$ cat config.mk
export PLATFORM = sky130hd
export DESIGN_NAME = rl_control
export DESIGN_NICKNAME = d
export VERILOG_FILES = /design/src/inc/rl_pkg.sv /design/src/core/rl_control.sv
export VERILOG_INCLUDE_DIRS = /design/src /design/src/inc
export SDC_FILE = /design/constraint.sdc
export NUM_CORES = 1
export LEC_CHECK = 0
export BUFFER_PORTS_ARGS = -buffer_cell sky130_fd_sc_hd__buf_2
export CAP_MARGIN = 20
export CORE_MARGIN = 4
export CORE_UTILIZATION = 39
export DETAILED_ROUTE_END_ITERATION = 8
export GPL_ROUTABILITY_DRIVEN = 1
export GPL_TIMING_DRIVEN = 0
export PLACE_DENSITY = 0.7
export SLEW_MARGIN = 30
export SYNTH_ARGS = -nofsm -noshare
export SYNTH_HDL_FRONTEND = slang
export SYNTH_SLANG_ARGS = --single-unit
$ cat constraint.sdc
create_clock -name CLK -period 1.94 [get_ports CLK]
set_input_delay 0.194 -clock CLK [delete_from_list [all_inputs] [get_ports CLK]]
set_output_delay 0.194 -clock CLK [all_outputs]
set_load 0.005 [all_outputs]
$ cat src/inc/rl_map.svh
// constants for the remote/local interface-state block
// ----------------------------------------------------------------------
// ----------------------------------------------------------------------
`ifndef RL_MAP_SVH
`define RL_MAP_SVH
`define RL_ADDR_W      5
`define RL_ADDR_RESET  5'h16
`define RL_ADDR_MAX    5'h1E
`define RL_KEYS_W      8
`define RL_KEY_LOCAL   0
`define RL_RANGE_W     3
`define RL_VAL_W       24
`define RL_IFC_MIN_NS  100000
`define RL_CLK_NS      8
`define RL_IFC_CYCLES  ((`RL_IFC_MIN_NS + `RL_CLK_NS - 1) / `RL_CLK_NS)
`endif

$ cat src/inc/rl_pkg.sv
// types for the remote/local interface-state block
package rl_pkg;
   typedef enum logic [1:0] {
      LOCS = 2'b00,
      REMS = 2'b01,
      RWLS = 2'b11
   } rl_state_t;

   typedef struct packed {
      logic ren;
      logic ifc;
      logic llo;
      logic gtl;
      logic mla;
      logic mta;
      logic unl;
      logic unt;
   } bus_evt_t;

   typedef struct packed {
      logic remote;
      logic talk;
      logic listen;
   } lamps_t;
endpackage

$ cat src/core/rl_control.sv
// remote/local, lockout and talker/listener state for a bus instrument
`timescale 1ns/1ps
`default_nettype none
`include "rl_map.svh"

module rl_control (
   input  wire logic                     CLK,
   input  wire logic                     RSTN,
   input  wire rl_pkg::bus_evt_t         BUS_EVT,
   input  wire logic                     ADDR_WE,
   input  wire logic [`RL_ADDR_W-1:0]    ADDR_IN,
   output logic      [`RL_ADDR_W-1:0]    PRIMARY_ADDR,
   input  wire logic [`RL_KEYS_W-1:0]    PANEL_KEYS,
   output logic      [`RL_KEYS_W-1:0]    PANEL_KEYS_GATED,
   output rl_pkg::lamps_t                LAMPS,
   output logic                          LOCKOUT,
   output logic                          TALK_ACTIVE,
   input  wire logic                     AUTORANGE_EN,
   input  wire logic [`RL_VAL_W-1:0]     RAW_MAG,
   input  wire logic [`RL_VAL_W-1:0]     RANGE_LIMIT_0,
   input  wire logic [`RL_VAL_W-1:0]     RANGE_LIMIT_1,
   input  wire logic [`RL_VAL_W-1:0]     RANGE_LIMIT_2,
   input  wire logic [`RL_VAL_W-1:0]     RANGE_LIMIT_3,
   input  wire logic [`RL_RANGE_W-1:0]   MANUAL_RANGE,
   output logic      [`RL_RANGE_W-1:0]   RANGE_SEL,
   input  wire logic                     REL_EN,
   input  wire logic                     ZERO_CORR_EN,
   input  wire logic signed [`RL_VAL_W-1:0] RAW_IN,
   input  wire logic signed [`RL_VAL_W-1:0] ZERO_OFFSET,
   input  wire logic signed [`RL_VAL_W-1:0] BASELINE,
   output logic signed [`RL_VAL_W-1:0]   READING
);

   // ----------------------------------------------------------------------
   // remote/local state
   // ----------------------------------------------------------------------
   rl_pkg::rl_state_t state;
   rl_pkg::rl_state_t next_state;
   logic              local_key;
   logic              is_remote;

   assign local_key = PANEL_KEYS[`RL_KEY_LOCAL];
   assign is_remote = (state != rl_pkg::LOCS);

   always_comb begin
      next_state = state;
      case (state)
         rl_pkg::LOCS: begin
            // ren alone does nothing; needs listen addressing under ren
            if (BUS_EVT.ren && BUS_EVT.mla) begin
               // an armed lockout survives go-to-local, so re-entry is locked again
               next_state = (BUS_EVT.llo || LOCKOUT) ? rl_pkg::RWLS : rl_pkg::REMS;
            end
         end
         rl_pkg::REMS: begin
            if (!BUS_EVT.ren) begin
               next_state = rl_pkg::LOCS;
            end else if (BUS_EVT.gtl) begin
               next_state = rl_pkg::LOCS;
            end else if (BUS_EVT.llo) begin
               next_state = rl_pkg::RWLS;
            end else if (local_key && !LOCKOUT) begin
               next_state = rl_pkg::LOCS;
            end
         end
         rl_pkg::RWLS: begin
            if (!BUS_EVT.ren) begin
               next_state = rl_pkg::LOCS;
            end else if (BUS_EVT.gtl) begin
               next_state = rl_pkg::LOCS;
            end
         end
         default: next_state = rl_pkg::LOCS;
      endcase
   end

   always_ff @(posedge CLK or negedge RSTN) begin
      if (!RSTN) begin
         state <= rl_pkg::LOCS;
      end else begin
         state <= next_state;
      end
   end

   // ----------------------------------------------------------------------
   // lockout latch
   // ----------------------------------------------------------------------
   // kept apart from the state so a go-to-local leaves lockout armed
   always_ff @(posedge CLK or negedge RSTN) begin
      if (!RSTN) begin
         LOCKOUT <= 1'b0;
      end else if (!BUS_EVT.ren) begin
         LOCKOUT <= 1'b0;
      end else if (BUS_EVT.llo && (is_remote || BUS_EVT.mla)) begin
         LOCKOUT <= 1'b1;
      end
   end

   // re-entering remote with lockout armed lands straight in lockout
   logic lock_now;
   assign lock_now = (state == rl_pkg::RWLS);

   // ----------------------------------------------------------------------
   // talker / listener
   // ----------------------------------------------------------------------
   logic talker;
   logic listener;

   always_ff @(posedge CLK or negedge RSTN) begin
      if (!RSTN) begin
         talker <= 1'b0;
      end else if (BUS_EVT.ifc) begin
         talker <= 1'b0;
      end else if (BUS_EVT.mta) begin
         talker <= 1'b1;
      end else if (BUS_EVT.unt || BUS_EVT.mla) begin
         talker <= 1'b0;
      end
   end

   always_ff @(posedge CLK or negedge RSTN) begin
      if (!RSTN) begin
         listener <= 1'b0;
      end else if (BUS_EVT.ifc) begin
         listener <= 1'b0;
      end else if (BUS_EVT.mla) begin
         listener <= 1'b1;
      end else if (BUS_EVT.unl || BUS_EVT.mta) begin
         listener <= 1'b0;
      end
   end

   // ifc is shown as a level; 100 us minimum is the controller's duty
   assign TALK_ACTIVE = talker;

   // ----------------------------------------------------------------------
   // indicators and panel gating
   // ----------------------------------------------------------------------
   always_ff @(posedge CLK or negedge RSTN) begin
      if (!RSTN) begin
         LAMPS <= '0;
      end else begin
         LAMPS.remote <= (next_state != rl_pkg::LOCS);
         LAMPS.talk   <= talker && !BUS_EVT.ifc;
         LAMPS.listen <= listener && !BUS_EVT.ifc;
      end
   end

   always_ff @(posedge CLK or negedge RSTN) begin
      if (!RSTN) begin
         PANEL_KEYS_GATED <= '0;
      end else if (lock_now || LOCKOUT && is_remote) begin
         PANEL_KEYS_GATED <= '0;
      end else if (is_remote) begin
         PANEL_KEYS_GATED <= PANEL_KEYS & (`RL_KEYS_W'(1) << `RL_KEY_LOCAL);
      end else begin
         PANEL_KEYS_GATED <= PANEL_KEYS;
      end
   end

   // ----------------------------------------------------------------------
   // primary address
   // ----------------------------------------------------------------------
   always_ff @(posedge CLK or negedge RSTN) begin
      if (!RSTN) begin
         PRIMARY_ADDR <= `RL_ADDR_RESET;
      end else if (ADDR_WE && ADDR_IN <= `RL_ADDR_MAX) begin
         PRIMARY_ADDR <= ADDR_IN;
      end
   end

   // ----------------------------------------------------------------------
   // autorange and zero correction
   // ----------------------------------------------------------------------
   logic [`RL_RANGE_W-1:0] auto_range;

   // only the raw magnitude is compared; the baseline never enters
   always_comb begin
      if (RAW_MAG <= RANGE_LIMIT_0) begin
         auto_range = `RL_RANGE_W'(0);
      end else if (RAW_MAG <= RANGE_LIMIT_1) begin
         auto_range = `RL_RANGE_W'(1);
      end else if (RAW_MAG <= RANGE_LIMIT_2) begin
         auto_range = `RL_RANGE_W'(2);
      end else if (RAW_MAG <= RANGE_LIMIT_3) begin
         auto_range = `RL_RANGE_W'(3);
      end else begin
         auto_range = `RL_RANGE_W'(4);
      end
   end

   logic signed [`RL_VAL_W-1:0] corrected;
   assign corrected = ZERO_CORR_EN ? RAW_IN - ZERO_OFFSET : RAW_IN;

   always_ff @(posedge CLK or negedge RSTN) begin
      if (!RSTN) begin
         RANGE_SEL <= '0;
         READING   <= '0;
      end else begin
         RANGE_SEL <= AUTORANGE_EN ? auto_range : MANUAL_RANGE;
         READING   <= REL_EN ? corrected - BASELINE : corrected;
      end
   end

   // ----------------------------------------------------------------------
   // checks
   // ----------------------------------------------------------------------
   a_ren_alone_local: assert property (@(posedge CLK) disable iff (!RSTN)
      (state == rl_pkg::LOCS && !BUS_EVT.mla) |=> state == rl_pkg::LOCS)
      else $error("entered remote without listen addressing");

   a_listen_enters_remote: assert property (@(posedge CLK) disable iff (!RSTN)
      (state == rl_pkg::LOCS && BUS_EVT.ren && BUS_EVT.mla) |=> is_remote)
      else $error("listen under ren did not enter remote");

   a_panel_gated_remote: assert property (@(posedge CLK) disable iff (!RSTN)
      is_remote |=> (PANEL_KEYS_GATED & ~(`RL_KEYS_W'(1) << `RL_KEY_LOCAL)) == '0)
      else $error("panel key passed while remote");

   a_local_key_return: assert property (@(posedge CLK) disable iff (!RSTN)
      (state == rl_pkg::REMS && BUS_EVT.ren && !BUS_EVT.gtl && !BUS_EVT.llo && local_key)
      |=> state == rl_pkg::LOCS)
      else $error("local key ignored without lockout");

   a_remote_lamp: assert property (@(posedge CLK) disable iff (!RSTN)
      ##1 LAMPS.remote == is_remote)
      else $error("remote lamp disagrees with state");

   a_ifc_idle: assert property (@(posedge CLK) disable iff (!RSTN)
      BUS_EVT.ifc |=> !talker && !listener && !LAMPS.talk && !LAMPS.listen)
      else $error("ifc did not idle talker and listener");

   a_lockout_holds: assert property (@(posedge CLK) disable iff (!RSTN)
      (LOCKOUT && BUS_EVT.ren) |=> LOCKOUT)
      else $error("lockout dropped while ren true");

   a_lock_blocks_local: assert property (@(posedge CLK) disable iff (!RSTN)
      (state == rl_pkg::RWLS && BUS_EVT.ren && !BUS_EVT.gtl) |=> state == rl_pkg::RWLS)
      else $error("left lockout without gtl or ren low");

   a_gtl_to_local: assert property (@(posedge CLK) disable iff (!RSTN)
      (is_remote && BUS_EVT.gtl) |=> state == rl_pkg::LOCS && !LAMPS.remote)
      else $error("gtl did not return to local");

   a_ren_drop_clears: assert property (@(posedge CLK) disable iff (!RSTN)
      !BUS_EVT.ren |=> !LOCKOUT && !is_remote)
      else $error("ren low did not clear remote");

   a_talk_in_local: assert property (@(posedge CLK) disable iff (!RSTN)
      (BUS_EVT.mta && !BUS_EVT.ifc) |=> TALK_ACTIVE)
      else $error("talker addressing refused");

   a_address_reset: assert property (@(posedge CLK)
      !RSTN |=> PRIMARY_ADDR == `RL_ADDR_RESET || RSTN)
      else $error("primary address not preset");

   // sampled reset is still low at the release edge, where registers hold reset values;
   // a plain RSTN term in an antecedent keeps the input-to-register checks off that edge

   a_relock_on_listen: assert property (@(posedge CLK) disable iff (!RSTN)
      (state == rl_pkg::LOCS && LOCKOUT && BUS_EVT.ren && BUS_EVT.mla)
      |=> state == rl_pkg::RWLS)
      else $error("armed lockout not restored on re-entry");

   a_lockout_no_keys: assert property (@(posedge CLK) disable iff (!RSTN)
      (LOCKOUT && is_remote) |=> PANEL_KEYS_GATED == '0)
      else $error("panel key passed under lockout");

   a_local_keys_pass: assert property (@(posedge CLK) disable iff (!RSTN)
      (RSTN && !is_remote) |=> PANEL_KEYS_GATED == $past(PANEL_KEYS))
      else $error("panel keys blocked in local");

   a_addr_refused: assert property (@(posedge CLK) disable iff (!RSTN)
      (RSTN && ADDR_WE && ADDR_IN > `RL_ADDR_MAX) |=> $stable(PRIMARY_ADDR))
      else $error("out of range address accepted");

   a_addr_written: assert property (@(posedge CLK) disable iff (!RSTN)
      (RSTN && ADDR_WE && ADDR_IN <= `RL_ADDR_MAX) |=> PRIMARY_ADDR == $past(ADDR_IN))
      else $error("valid address not stored");

   a_range_raw_only: assert property (@(posedge CLK) disable iff (!RSTN)
      (RSTN && AUTORANGE_EN && RAW_MAG <= RANGE_LIMIT_0) |=> RANGE_SEL == '0)
      else $error("autorange skipped the lowest range");

   // zero correction must leave the baseline untouched: an input equal to the zero offset shows minus baseline
   a_zero_raw_only: assert property (@(posedge CLK) disable iff (!RSTN)
      (RSTN && REL_EN && ZERO_CORR_EN && RAW_IN == ZERO_OFFSET)
      |=> READING == -$past(BASELINE))
      else $error("zero correction touched the baseline");

   a_talk_lamp_lit: assert property (@(posedge CLK) disable iff (!RSTN)
      (TALK_ACTIVE && !BUS_EVT.ifc) |=> LAMPS.talk)
      else $error("talk lamp dark while addressed");

   a_ren_low_dark: assert property (@(posedge CLK) disable iff (!RSTN)
      !BUS_EVT.ren |=> !LAMPS.remote)
      else $error("remote lamp lit with ren low");

endmodule
`default_nettype wire

# After elaboration in Yosys (flattened, before gate mapping)
# Index checks and enable logic that the tools add are counted.
# op_classes
addsub	2
n_eq_ne	3
reduce_logical	19
muxes	26
magnitude_cmp	5
# ops
op	count
<= comparator 24 bit	4
2-to-1 mux 24 bit	2
subtractor 24 bit	2
2-to-1 mux 2 bit	8
2-to-1 mux 8 bit	2
2-to-1 mux 3 bit	5
2-to-1 mux 1 bit	8
logical AND 1 bit	7
one-hot mux 2 bit (3 select lines)	1
nonzero test 3 bit	2
<= comparator 5 bit, second input constant	1
logical OR 1 bit	5
nonzero test 2 bit	2
== test 2 x 1 -> 1 bit, second input constant	1
== test 2 bit, second input constant	1
zero test 1 bit	2
zero test 2 bit	1
!= test 2 x 1 -> 1 bit, second input constant	1
# word_totals
in_bits	222
ff_bits	48
word_cells	66
out_inout_bits	45

# Depth between registers and ports, before layout
# depth
depth_word	8
ltp_mapped	22
ltp_nobuf	22

# Least setup slack after synthesis
# No wires, ideal clock.
# synth_timing
kind	in2reg
start	input ZERO_OFFSET[5]
end	register READING[22]
cell_stages	20
t_arrival_ns	3.938
setup_time_ns	0.125
required_time_ns	1.815
n_path_buf	0
setup_slack_ns	-2.123
cell_sequence	inv_1 ha_1 nor3_1 or3_1 a211o_2 a21boi_0 or2_2 a21oi_1 xnor2_1 mux2_2 ha_1 nand2_1 o21ai_0 nor4_1 o41ai_1 o21ba_2 a21oi_1 a31oi_1 xnor2_1 mux2_2
# synth_between
elab_chain_cells	4
# synth_rtl
item	line_no	rtl
from (decl)	rl_control.sv:29	input wire logic signed [`RL_VAL_W-1:0] ZERO_OFFSET,
subtractor 24 bit (*)	rl_control.sv:193	assign corrected = ZERO_CORR_EN ? RAW_IN - ZERO_OFFSET : RAW_IN;
2-to-1 mux 24 bit (*)	rl_control.sv:193	
subtractor 24 bit	rl_control.sv:201	READING <= REL_EN ? corrected - BASELINE : corrected;
2-to-1 mux 24 bit (*)	rl_control.sv:201	
to (signal assigned)	rl_control.sv:201	
to (decl)	rl_control.sv:31	output logic signed [`RL_VAL_W-1:0] READING
# Mark *: on every way between the ends. The rest lies on a longest branch, timed or not.
# A chain may end at the register's enable or synchronous reset.

# Worst setup path after layout
# layout_timing
start	input ZERO_OFFSET[7]
end	register READING[21]
# Same word-level chain as after synthesis.

==> results_dict.tcl <==
set metrics [dict create \
    syn_area_per_cell_sq_um 8.31 \
    status "complete, but fails checks" \
    stdcell_count 1352 \
    drv_cap 0 \
    multi_input_area_sq_um 5730 \
    synth_compound_area_share_pct 21.2 \
    async_flop_share_pct 100 \
    dp.cells 1314 \
    synth_top_family_by_area "adder cells" \
    ys_warn_count 0 \
    gp_congestion 0.891 \
    drt_pass1_iterations 4 \
    h-tree-depth 2 \
    yosys-mux-area-fraction_pct 7.27 \
    worstRegToRegCells 3 \
    start_util_pct 39.7 \
    wl_microns 20900 \
    rsz0062_at_grt "true" \
    ys_types 66 \
    slowest_stage "a2111oi_4" \
    nNetsFinal 1492 \
    n_antenna_cell 0 \
    grt_util_met2_pct 34.8 \
    endpoint "READING[21]" \
    final-setup-viol-count 22 \
    layout_commonest_cell "buf_2" \
    p_leak_nw 5.31 \
    first_global_vias 6802 \
    tightest_slew_ps 814 \
    io_buffers 265 \
    cts_buffers 5 \
    post_drt_wl_per_cell_microns 15.5 \
    timing.rr.end "state[1]" \
    gr-total-overflow 0 \
    clock-root-buffer "clkbuf_16" \
    pin_count 267 \
    pwr-share-seq_pct 23.2 \
    core_sq_um 17200 \
    r2r_start "state[0]" \
    crit_path_start "ZERO_OFFSET[7]" \
    synth_nets 1190 \
    yosysTopAreaCellShare_pct 25.9 \
    grt_use_total_pct 19.9 \
    grt_pass1_wl_microns 32300 \
    place_ws_ps -2350 \
    finClkSkew_ps 2.89 \
    regArea_sq_um 1200 \
    die_w_microns 141 \
    worst_path_largest_cell_delay_ps 420 \
    drtIter0Drc 274 \
    die_area_sq_um 19700 \
    synthTopCellsByArea "ha_1 26%, dfrtp_1 16%, inv_1 8.3%" \
    powerDensity_nw_per_um2 576 \
    ys_ff_latch 48 \
    drive_gt1_share_pct 40.0 \
    vdd_drop_max_mv 0.424 \
    reg2reg_slack_ps 740 \
    slew_viol_final 0 \
    hp-start "BUS_EVT[6]" \
    clockBufferDepth 2 \
    drc_errors 0 \
    top_usage_layer "met2" \
    use_met1_pct 26.0 \
    critPathMaxFanout 5 \
    yosys.area_share.simple_pct 12.7 \
    antenna_found_initial 2 \
    dp_hpwl_microns 17200 \
    clk_pin_slew_worst_paths_ps 70 \
    crit_required_ps 2120 \
    synth_xor_area_share_pct 5.50 \
    slew_headroom_pct 45.7 \
    grtUsageMet3_pct 3.65 \
    yosys.area_share.adder_pct 26.7 \
    worstPathArrival_ps 3880 \
    timing.hold.ws_ps 84.9 \
    synth-edff-count 0 \
    via_count 6836 \
    grt_max_degree 49 \
    cp_cell_sequence "buf_2, inv_4, ha_4, nand2_1, or3_1, a211o_4, a21boi_4, or2_4, a21oi_2, xnor2_1, mux2_4, ha_4, and4_1, and3_2, a2111oi_4, nor2_1, xor2_1, mux2_4" \
    start_kind "input port" \
    cts_sinks 48 \
    worstSetupEndpointType "flop" \
    fin_util_pct 55.9 \
    pwr-share-clk_pct 18.5 \
    p_int_mw 3.51 \
    switchingPower_mw 2.04 \
    switching_share_pct 36.8 \
    period_share_pct 191 \
    violations "setup timing" \
    fin_setup_tns_ps -26040 \
    hold_viol 0 \
    ys_seq_area_share_pct 17.6 \
    max_freq_ghz 0.270 \
    tritoncts "yes" \
    netlist_area_sq_um 6850 \
    synth_largest_area_cell "ha_1" \
    rows 48 \
    insertion_delay_ps 290 \
    fill_cells 1622 \
    period_needed_ps 3700 \
    p_comb_share_pct 58.2 \
    ant_nets 0 \
    syn_inst 824 \
    routed_via_density 5.06 \
    synth-main-ff-cell "dfrtp_1" \
    final_cell_mix "260 x buf_2, 145 x inv_1, 119 x ha_1, 52 x a21o_1, 45 x dfrtp_1" \
    die_h_microns 141 \
    areaGrowthSynthToFinish_pct 40.8 \
    worst-setup-path-type "in2reg" \
    hp-class "in2reg" \
    layout_setup_ws_ps -1760 \
]
==> power by group through the flow <==
stage                     sequential [mW]  clock, mW  combinational (mW)
after global placement               1.30          0                2.65
after global routing                 1.31       1.11                3.56
final                                1.29       1.03                3.23
after CTS                            1.29       1.07                3.00
after detailed placement             1.30          0                2.70
after floorplan                      1.32          0                1.80
==> Yosys cell counts, drive strengths merged, types with 3 or more instances <==
master	count
xor2	17
dfrtp	45
buf	5
nand4	24
a21oi	61
o21a	11
nand2b	7
and4	5
nor2b	14
a31oi	5
inv	152
nor2	46
a2111oi	3
and2	7
nand3	13
dfstp	3
ha	142
o31a	5
o2bb2ai	3
nor3	9
o21ai	32
and3	4
xnor2	26
a211oi	5
a211o	5
o21bai	5
a221oi	3
nand2	30
a21o	52
clkbuf	6
or2	3
mux2	43
==> layer usage <==
layer	routed length (microns)	share of wire, %
met3	1240	5.9
met4	225	1.1
met5	27	0.13
met1	9270	44
met2	10200	49
==> critical path, delay by kind of cell <==
| family | cells | cell delay [ps] |
|---|---|---|
| xor+xnor | 2 | 280 |
| simple gates | 6 | 1210 |
| compound gates | 4 | 970 |
| mux | 2 | 540 |
| fa+ha+maj | 2 | 540 |
| buf+inv | 2 | 130 |
==> how the worst min path moves through the flow <==
stage / end / slack, ps / cells past startpoint
6_report: LAMPS[1] / 80 / 2
5_1_grt: LAMPS[1] / 80 / 2
4_1_cts: LAMPS[1] / 70 / 2
3_5_place_dp: READING[23] / 270 / 1
3_3_place_gp: LAMPS[1] / 390 / 2
2_1_floorplan: LAMPS[0] / -100 / 0
==> metrics by stage <==
stage          instance area [sq um]  total power [mW]
4_1_cts                         9360              5.36
5_1_grt                         9640              5.98
6_report                        9640              5.55
3_3_place_gp                    8780              3.95
2_1_floorplan                   7170              3.11
3_5_place_dp                    8780              4.01
==> cell families after synthesis <==
| family | Yosys count |
|---|---|
| xor gates and xnor gates | 43 |
| adders and majority gates | 145 |
| and+or+nand+nor | 170 |
| DFF | 48 |
| muxes | 44 |
| AOI/OAI and AO/OA | 211 |
| buffers and inverters | 163 |
==> layout make-up <==
class	count	share of cell area (%)
buffer	11	0.597
tap	225	2.92
clock buffer	5	1.30
multi-input combinational	613	59.4
clock inverter	3	0.493
timing repair buffer	295	16.7
sequential	48	12.5
inverter	152	6.10
==> flip-flops by register name (all words and copies together), names as in the netlist <==
name              cells
PRIMARY_ADDR          5
RANGE_SEL             3
READING              24
listener              1
LAMPS                 3
TALK_ACTIVE           1
state                 2
PANEL_KEYS_GATED      8
LOCKOUT               1
==> repair_timing <==
item,4_1_cts,5_1_grt
gates resized for setup,56,41
hold buffers,1,0
setup buffers,17,12
pin swaps,40,33
gates cloned,0,0
setup endpoints to repair,25,26
endpoints found under the hold margin,45,0
Note: power is estimated with default switching activity, not from simulation.
